<file path="config.mk">
export PLATFORM = sky130hd
export DESIGN_NAME = clk_sleep_ctrl
export DESIGN_NICKNAME = d
export VERILOG_FILES = /design/src/inc/clk_sleep_pkg.sv /design/src/core/clk_sleep_ctrl.sv
export SDC_FILE = /design/constraint.sdc
export NUM_CORES = 1
export LEC_CHECK = 0
export ABC_AREA = 1
export ABC_CLOCK_PERIOD_IN_PS = 3700
export BUFFER_PORTS_ARGS = -buffer_cell sky130_fd_sc_hd__buf_4
export CAP_MARGIN = 20
export CORE_MARGIN = 1
export CORE_UTILIZATION = 39
export CTS_CLUSTER_SIZE = 30
export DETAILED_ROUTE_END_ITERATION = 8
export GPL_TIMING_DRIVEN = 0
export HOLD_SLACK_MARGIN = 0.08
export PLACE_DENSITY = 0.66
export SYNTH_ARGS = -nofsm -noshare
export SYNTH_HDL_FRONTEND = slang
export SYNTH_SLANG_ARGS = --single-unit
</file>
<file path="constraint.sdc">
create_clock -name CLK -period 3.7 [get_ports CLK]
set_clock_uncertainty 0.1 [all_clocks]
set_input_delay 0.185 -clock CLK [delete_from_list [all_inputs] [get_ports CLK]]
set_output_delay 0.185 -clock CLK [all_outputs]
set_load 0.01 [all_outputs]
</file>
<file path="src/inc/clk_sleep_pkg.sv">
// constants, encodings and register map of the clock and sleep controller
// What this block does
// - reset loads factory value into oscillator trim
// - top trim bit selects low or high range
// - low seven trim bits tune within range
// - divider select changes only while enabled
// - enable sets only when other bits zero
// - enable clears after four cycles or write
// - rewriting enable neither restarts nor clears window
// - divider factor is two to select power
// - divided clock drives core and synchronous domains
// - fuse chooses divider reset value 0 or 3
// - select values 0 to 8 writable after reset
// - sleep needs enable bit plus sleep instruction
// - three-bit field picks one of six modes
// - clocks kept per mode, core always stopped
// - save, standby, extended standby clock sets
// - wake sources accepted per sleep mode
// - outside idle external pins wake by level
// - brown-out disable only in four deep modes
// - wake, hold four cycles after start-up
// - storage contents untouched across sleep
// - reset during sleep restarts from reset
// - encodings 000 idle to 011 save
// - 110 standby, 111 extended, six-cycle wake
// - divider change without glitch or short period
// - new division after old plus new period
package clk_sleep_pkg;
  localparam logic [7:0] OFS_TRIM     = 8'h00;
  localparam logic [7:0] OFS_DIVCTL   = 8'h04;
  localparam logic [7:0] OFS_SLEEPCTL = 8'h08;
  localparam logic [7:0] OFS_STATUS   = 8'h0c;
  localparam int         DIVCTL_CDE   = 7;
  localparam logic [7:0] DIVCTL_CDE_ONLY = 8'h80;
  localparam logic [3:0] DIVSEL_RST_FAST = 4'h0;
  localparam logic [3:0] DIVSEL_RST_DIV8 = 4'h3;
  localparam logic [3:0] DIVSEL_MAX      = 4'h8;
  localparam int         SLP_SE   = 0;
  localparam int         SLP_BODS = 4;
  localparam logic [2:0] CDE_WINDOW  = 3'h4;
  localparam logic [3:0] STARTUP_CK  = 4'h6;
  localparam logic [3:0] HOLD_CK     = 4'h4;
  localparam logic [2:0] SM_IDLE  = 3'h0;
  localparam logic [2:0] SM_ADCNR = 3'h1;
  localparam logic [2:0] SM_PDOWN = 3'h2;
  localparam logic [2:0] SM_PSAVE = 3'h3;
  localparam logic [2:0] SM_STBY  = 3'h6;
  localparam logic [2:0] SM_XSTBY = 3'h7;
  // wake source bit positions
  localparam int WK_EXT_LVL  = 0;
  localparam int WK_EXT_EDGE = 1;
  localparam int WK_PINCHG   = 2;
  localparam int WK_TWI      = 3;
  localparam int WK_TIMER2   = 4;
  localparam int WK_MEMRDY   = 5;
  localparam int WK_ADC      = 6;
  localparam int WK_WDT      = 7;
  localparam int WK_OTHER    = 8;
  localparam logic [8:0] WMASK_IDLE  = 9'h1ff;
  localparam logic [8:0] WMASK_ADCNR = 9'h0fd;
  localparam logic [8:0] WMASK_PDOWN = 9'h08d;
  localparam logic [8:0] WMASK_PSAVE = 9'h09d;
  // domain bits {tosc,main,asy,adc,io,flash,cpu}
  localparam logic [6:0] DOM_RUN   = 7'h7f;
  localparam logic [6:0] DOM_IDLE  = 7'h7c;
  localparam logic [6:0] DOM_ADCNR = 7'h78;
  localparam logic [6:0] DOM_PDOWN = 7'h00;
  localparam logic [6:0] DOM_PSAVE = 7'h50;
  localparam logic [6:0] DOM_STBY  = 7'h20;
  localparam logic [6:0] DOM_XSTBY = 7'h70;
  typedef enum logic [1:0] {
    ST_RUN   = 2'b00,
    ST_SLEEP = 2'b01,
    ST_START = 2'b10,
    ST_HOLD  = 2'b11
  } pwr_state_t;
endpackage : clk_sleep_pkg

</file>
<file path="src/core/clk_sleep_ctrl.sv">
// system clock divider, oscillator trim and sleep controller with apb registers
//
// Added by the designer: the placing of the registers and the APB slave port.
`timescale 1ns/1ps
module clk_sleep_ctrl
  import clk_sleep_pkg::*;
(
  input  wire logic       CLK,
  input  wire logic       RST_B,
  input  wire logic       PSEL,
  input  wire logic       PENABLE,
  input  wire logic       PWRITE,
  input  wire logic [7:0] PADDR,
  input  wire logic [31:0] PWDATA,
  output logic [31:0]     PRDATA,
  output logic            PREADY,
  output logic            PSLVERR,
  input  wire logic [7:0] FACTORY_TRIM,
  input  wire logic       DIVIDE_BY_EIGHT_FUSE,
  input  wire logic       SLEEP_EXEC,
  input  wire logic [8:0] WAKE_SRC,
  input  wire logic       T2_ASYNC,
  output logic [7:0]      OSCILLATOR_TRIM,
  output logic            CORE_CLK_EN,
  output logic            FLASH_CLK_EN,
  output logic            IO_CLK_EN,
  output logic            ADC_CLK_EN,
  output logic            ASY_CLK_EN,
  output logic            MAIN_OSC_EN,
  output logic            TIMER_OSC_EN,
  output logic            BOD_OFF,
  output logic            WAKE_PULSE
);

  logic [7:0]  trim;
  logic [3:0]  divider_select;
  logic        divider_change_enable;
  logic [2:0]  cde_cnt;
  logic [7:0]  div_cnt;
  logic        se_bit;
  logic        bods_bit;
  logic [2:0]  sleep_mode_field;
  pwr_state_t  state;
  pwr_state_t  next_state;
  logic [3:0]  wait_cnt;
  logic [2:0]  slept_mode;
  logic        acc;
  logic        wr;
  logic        wr_div;
  logic        mapped;
  logic        tick;
  logic        mode_ok;
  logic        deep;
  logic        wake;
  logic [8:0]  wmask;
  logic [6:0]  dom;
  logic [6:0]  sdom;
  logic [7:0]  div_wdata;

  function automatic logic [7:0] reload(input logic [3:0] sel);
    logic [8:0] t;
    t = 9'h001 << sel;
    return 8'(t - 9'h001);
  endfunction : reload

  function automatic logic [6:0] mode_dom(input logic [2:0] m);
    case (m)
      SM_IDLE:  return DOM_IDLE;
      SM_ADCNR: return DOM_ADCNR;
      SM_PDOWN: return DOM_PDOWN;
      SM_PSAVE: return DOM_PSAVE;
      SM_STBY:  return DOM_STBY;
      SM_XSTBY: return DOM_XSTBY;
      default:  return DOM_PDOWN;
    endcase
  endfunction : mode_dom

  function automatic logic [8:0] mode_wmask(input logic [2:0] m);
    case (m)
      SM_IDLE:  return WMASK_IDLE;
      SM_ADCNR: return WMASK_ADCNR;
      SM_PDOWN: return WMASK_PDOWN;
      SM_STBY:  return WMASK_PDOWN;
      SM_PSAVE: return WMASK_PSAVE;
      SM_XSTBY: return WMASK_PSAVE;
      default:  return 9'h000;
    endcase
  endfunction : mode_wmask

  // apb access phase, one wait state
  assign acc       = PSEL & PENABLE & PREADY;
  assign wr        = acc & PWRITE;
  assign mapped    = (PADDR == OFS_TRIM) | (PADDR == OFS_DIVCTL) |
                     (PADDR == OFS_SLEEPCTL) | (PADDR == OFS_STATUS);
  assign div_wdata = PWDATA[7:0];
  assign wr_div    = wr & (PADDR == OFS_DIVCTL);
  assign tick      = (div_cnt == 8'h00);

  always_ff @(posedge CLK)
  begin
    if (!RST_B)
    begin
      PREADY  <= 1'b0;
      PSLVERR <= 1'b0;
    end
    else
    begin
      PREADY  <= PSEL & PENABLE & ~PREADY;
      PSLVERR <= PSEL & PENABLE & ~PREADY & ~mapped;
    end
  end

  always_ff @(posedge CLK)
  begin
    if (!RST_B)
      PRDATA <= 32'h0000_0000;
    else if (PSEL & PENABLE & ~PREADY)
    begin
      case (PADDR)
        OFS_TRIM:     PRDATA <= {24'h000000, trim};
        OFS_DIVCTL:   PRDATA <= {24'h000000, divider_change_enable, 3'h0, divider_select};
        OFS_SLEEPCTL: PRDATA <= {27'h0000000, bods_bit, sleep_mode_field, se_bit};
        OFS_STATUS:   PRDATA <= {24'h000000, 1'b0, cde_cnt, 2'h0, state};
        default:      PRDATA <= 32'h0000_0000;
      endcase
    end
  end

  // trim register, factory value at reset
  always_ff @(posedge CLK)
  begin
    if (!RST_B)
      trim <= FACTORY_TRIM;
    else if (wr & (PADDR == OFS_TRIM))
      trim <= div_wdata;
  end

  assign OSCILLATOR_TRIM = trim;

  // protected change-enable window
  always_ff @(posedge CLK)
  begin
    if (!RST_B)
    begin
      divider_change_enable <= 1'b0;
      cde_cnt               <= 3'h0;
    end
    else if (divider_change_enable)
    begin
      if (wr_div & (div_wdata != DIVCTL_CDE_ONLY))
      begin
        divider_change_enable <= 1'b0;
        cde_cnt               <= 3'h0;
      end
      else if (cde_cnt == CDE_WINDOW - 3'h1)
      begin
        divider_change_enable <= 1'b0;
        cde_cnt               <= 3'h0;
      end
      else
        cde_cnt <= cde_cnt + 3'h1;
    end
    else if (wr_div & (div_wdata == DIVCTL_CDE_ONLY))
    begin
      divider_change_enable <= 1'b1;
      cde_cnt               <= 3'h0;
    end
  end

  // divider select, fuse picks reset value
  always_ff @(posedge CLK)
  begin
    if (!RST_B)
      divider_select <= DIVIDE_BY_EIGHT_FUSE ? DIVSEL_RST_DIV8 : DIVSEL_RST_FAST;
    else if (wr_div & divider_change_enable & ~div_wdata[DIVCTL_CDE] &
             (div_wdata[3:0] <= DIVSEL_MAX))
      divider_select <= div_wdata[3:0];
  end

  // counter on master clock, reloads only at period end
  always_ff @(posedge CLK)
  begin
    if (!RST_B)
      div_cnt <= 8'h00;
    else if (tick)
      div_cnt <= reload(divider_select);
    else
      div_cnt <= div_cnt - 8'h01;
  end

  // sleep mode control register
  always_ff @(posedge CLK)
  begin
    if (!RST_B)
    begin
      se_bit           <= 1'b0;
      bods_bit         <= 1'b0;
      sleep_mode_field <= SM_IDLE;
    end
    else if (wr & (PADDR == OFS_SLEEPCTL))
    begin
      se_bit           <= PWDATA[SLP_SE];
      sleep_mode_field <= PWDATA[3:1];
      bods_bit         <= PWDATA[SLP_BODS];
    end
  end

  assign mode_ok = (sleep_mode_field != 3'h4) & (sleep_mode_field != 3'h5);
  assign wmask   = mode_wmask(slept_mode);
  assign wake    = |(WAKE_SRC & wmask);
  assign deep    = (slept_mode != SM_IDLE) & (slept_mode != SM_ADCNR);

  always_comb
  begin
    next_state = state;
    case (state)
      ST_RUN:
        if (SLEEP_EXEC & se_bit & mode_ok)
          next_state = ST_SLEEP;
      ST_SLEEP:
        if (wake)
          next_state = ST_START;
      ST_START:
        if (wait_cnt == STARTUP_CK - 4'h1)
          next_state = ST_HOLD;
      ST_HOLD:
        if (wait_cnt == HOLD_CK - 4'h1)
          next_state = ST_RUN;
      default:
        next_state = ST_RUN;
    endcase
  end

  // sync reset returns straight to run from any sleep state
  always_ff @(posedge CLK)
  begin
    if (!RST_B)
      state <= ST_RUN;
    else
      state <= next_state;
  end

  always_ff @(posedge CLK)
  begin
    if (!RST_B)
      wait_cnt <= 4'h0;
    else if (next_state != state)
      wait_cnt <= 4'h0;
    else if ((state == ST_START) | (state == ST_HOLD))
      wait_cnt <= wait_cnt + 4'h1;
  end

  always_ff @(posedge CLK)
  begin
    if (!RST_B)
      slept_mode <= SM_IDLE;
    else if ((state == ST_RUN) & (next_state == ST_SLEEP))
      slept_mode <= sleep_mode_field;
  end

  assign sdom = mode_dom(slept_mode);

  always_comb
  begin
    case (state)
      ST_RUN:   dom = DOM_RUN;
      ST_SLEEP: dom = sdom;
      ST_START: dom = sdom;
      ST_HOLD:  dom = DOM_IDLE;
      default:  dom = DOM_RUN;
    endcase
  end

  // registered gated enables; core, flash, io and adc pulse at divided rate, asy and oscillator enables are levels
  always_ff @(posedge CLK)
  begin
    if (!RST_B)
    begin
      CORE_CLK_EN  <= 1'b0;
      FLASH_CLK_EN <= 1'b0;
      IO_CLK_EN    <= 1'b0;
      ADC_CLK_EN   <= 1'b0;
      ASY_CLK_EN   <= 1'b0;
      MAIN_OSC_EN  <= 1'b1;
      TIMER_OSC_EN <= 1'b0;
    end
    else
    begin
      CORE_CLK_EN  <= tick & dom[0];
      FLASH_CLK_EN <= tick & dom[1];
      IO_CLK_EN    <= tick & dom[2];
      ADC_CLK_EN   <= tick & dom[3];
      ASY_CLK_EN   <= dom[4] & T2_ASYNC;
      MAIN_OSC_EN  <= dom[5];
      TIMER_OSC_EN <= dom[6] & T2_ASYNC;
    end
  end

  always_ff @(posedge CLK)
  begin
    if (!RST_B)
    begin
      BOD_OFF    <= 1'b0;
      WAKE_PULSE <= 1'b0;
    end
    else
    begin
      BOD_OFF    <= (state == ST_SLEEP) & bods_bit & deep;
      WAKE_PULSE <= (state == ST_HOLD) & (next_state == ST_RUN);
    end
  end
endmodule : clk_sleep_ctrl

</file>
==> summary.txt <==
Worst setup path
  • Startpoint Class: primary input
  • Crit-path max FO: 4
  • Setup CP Type: in2reg
  • Crit. End Element: flop
  • WP data arrival: about 1.8 ns
  • Worst-case reg-to-reg path depth: 9
  • Required @ worst endpoint: around 3.6 ns

Yosys
  • Synth Area in Compound Gates: 0.114
  • Synth unique cells: 34
  • Sequential fraction of the synthesis area: 0.408
  • Synthesized cell area: ~0.003 mm^2
  • Post-synthesis average cell area: just over 7 um^2
  • Xor-xnor portion of the synthesized cell area: 0.00879
  • Yosys warnings: 0
  • Seq cells post-synth: 55
  • Mapped Cells: a little over 400
  • Post-synthesis adder-cell area fraction: 0.0335
  • Largest family of logic cells by synthesized area: simple AND/OR/NAND/NOR gates
  • Multiplexer area fraction after synthesis: 0
  • Post-synthesis simple-gate area fraction: 0.303

STA
  • Slew @ Worst Pin: 0.666 ns
  • Final Cycle Share: 0.529
  • Final setup TNS: 0 ns
  • RSZ-0062 raised after global routing: no
  • Setup violators final: 0
  • Slew Viols, Final: 0
  • Max Freq: just over 0.5 GHz
  • Final hold vios: 0
  • Tmin final: 1.96 ns
  • Rel. slew slack: 0.551

Route
  • Drt wl/cell: 11.5 um
  • Vias post-DR: around 2,900
  • Drt via density: ~4.6
  • Initial DRC count: 121
  • Final ANT Viol Nets: 0
  • Overall routed net length: slightly above 7000 um
  • Drt first pass iters: 4
  • DR DRC count: 0

Min path
  • Hold depth: 3
  • Min-Delay Path Class: in2reg

GRT
  • Largest net degree at the start of global routing: 17
  • Initial antenna violation count: 0
  • First-pass GRT wire length: around 11,000 um
  • Vias in the first global route: approximately 2,600
  • All-Layer GR Usage: 0.187
  • GRT Residual Overflow: 0

Die
  • Core Area: between 0.007 and 0.008 mm^2
  • Die Span Y: 89.6 um
  • Initial core utilization: 0.408
  • # IOs: approximately 120
  • # rows: 31
  • Die Wd: between 80 and 90 um
  • Die Footprint: about 0.008 mm^2

Clock tree
  • CTS Buffer Depth: 2
  • CTS clock-pin slew for the worst setup and hold paths: 0.10 ns
  • Skew-Pair Late Insertion Delay: between 0.3 and 0.4 ns
  • Post-CTS Hold Fix Bufs: 13
  • # resized after CTS: 0
  • Htree depth: 2
  • CTS tree: built
  • Postcts setup bufs: 0
  • Clk root buf: clkbuf_8
  • CTS buffer count: 5
  • Sink Count: 55

Layout
  • Commonest non-fill, non-tap cell in the layout: nand2_1
  • Most frequent cells in the layout: nand2_1, buf_4, nor2_1, dfxtp_1, inv_1
  • NumNets Final: just under 600
  • # fillers: 724
  • # diodes: 0
  • Layout Cells excl Fill: 621
  • Share of cells above drive strength 1: 0.243
  • Synth-to-layout area growth: 32.2%

Placement
  • Port Buffer Count: 66
  • Final HPWL from detailed placement: ~5700 um
  • Placed insts: 600
  • Final GP Congestion: 0.833

Pwr
  • Total leakage power: approximately 1.9 nW
  • Pwr per Cell Area: approximately 370 mW/mm^2
  • Max VDD drop: ~0.00022 V

Run status
  • Outcome: complete, no violations

Job
  • Max-cap check violation count: 0
## worst max-delay path: stages
cell	delay, ns
dlygate4sd3_1	0.54
buf_4	0.15
nor3_1	0.28
o211ai_1	0.11
o21ai_0	0.55
## path summary, 6_finish.rpt
path / startpoint / to / slack (ns)
worst max-delay path: PWDATA[0] / divider_select[1] / 1.74
worst min-delay path: PWDATA[2] / divider_select[2] / 0.09
worst max register to register: state[0] / wait_cnt[2] / 1.76
worst min register to register: PRDATA[7] / PRDATA[7] / 0.37
## state kept, by name, indices dropped and copies added (netlist names), 2 cells and up
name              count
wait_cnt              4
OSCILLATOR_TRIM       8
div_cnt               8
state                 2
PRDATA                8
cde_cnt               3
slept_mode            3
sleep_mode_field      3
divider_select        4
## Yosys cell counts
| cell | instances | share of area |
|---|---|---|
| nand2_1 | 106 | 0.13 |
| nor2_1 | 44 | 0.055 |
| o2111ai_1 | 1 | 0.0029 |
| buf_4 | 26 | 0.065 |
| dfxtp_1 | 43 | 0.29 |
| or2_1 | 1 | 0.0021 |
| a21oi_2 | 1 | 0.0029 |
| buf_2 | 1 | 0.0017 |
| o21ai_0 | 15 | 0.025 |
| a21oi_1 | 33 | 0.055 |
| ha_1 | 8 | 0.033 |
| edfxtp_1 | 12 | 0.12 |
| o211ai_1 | 3 | 0.0075 |
| nand4_1 | 6 | 0.013 |
| a21o_1 | 1 | 0.0025 |
| nand2_2 | 5 | 0.010 |
| o21a_1 | 2 | 0.0050 |
| or2_4 | 1 | 0.0029 |
| nor2_4 | 1 | 0.0038 |
| or2_2 | 1 | 0.0021 |
| buf_6 | 1 | 0.0038 |
| nor3_2 | 2 | 0.0067 |
| clkbuf_1 | 5 | 0.0063 |
| o21ai_1 | 6 | 0.010 |
| nand3_1 | 21 | 0.035 |
| a22o_1 | 1 | 0.0029 |
| nor4_1 | 1 | 0.0021 |
| nor3_1 | 6 | 0.010 |
| inv_2 | 4 | 0.0050 |
| nand3_2 | 3 | 0.010 |
| conb_1 | 1 | 0.0013 |
| inv_1 | 39 | 0.049 |
| nor2_2 | 8 | 0.017 |
| xor2_1 | 3 | 0.0088 |
## report_power, final
group          total (mW)  switching [mW]  internal, mW
registers           0.680          0.0248         0.655
clock network       0.442           0.198         0.244
logic               0.327           0.179         0.149
## metal layers
metal	vias up	share of wire	track usage
li1	1492	-	-
met1	1304	0.45	0.247
met2	66	0.49	0.317
met3	8	0.050	0.0286
met4	0	0.012	0.0534
met5	-	0	0
## per-stage QoR
stage | hold WS, ns | power (mW) | worst slack (ns) | cell area, um^2 | utilization
after floorplan | 0.212 | 0.904 | 2.06 | 3080 | -
final | 0.0893 | 1.45 | 1.74 | 3950 | 0.539
after detailed placement | 0.338 | 1.01 | 1.70 | 3700 | 0.504
after global placement | 0.328 | 1.00 | 1.74 | 3700 | 0.504
after CTS | 0.0864 | 1.46 | 1.74 | 3950 | 0.539
after global routing | 0.0919 | 1.54 | 1.57 | 3950 | 0.539
## final cells by class
type / count / area (um^2) / area share
repair buffers: 79 / 626 / 0.158
well taps: 99 / 124 / 0.0313
clock buffers: 7 / 97.6 / 0.0247
plain buffers: 33 / 230 / 0.0582
clock inverters: 1 / 30.0 / 0.00759
flip-flops and latches: 55 / 1220 / 0.309
multi-input cells: 304 / 1460 / 0.370
inverters: 43 / 161 / 0.0408
## kinds of logic (layout without fill, tap and decap cells)
group,count (synthesis),after routing
DFF,55,55
AOI/OAI and AO/OA,63,63
other,1,24
and+or+nand+nor,206,206
xor gates and xnor gates,3,3
buffers and inverters,76,163
adders and majority gates,8,8
(Power assumes the default switching activity.)
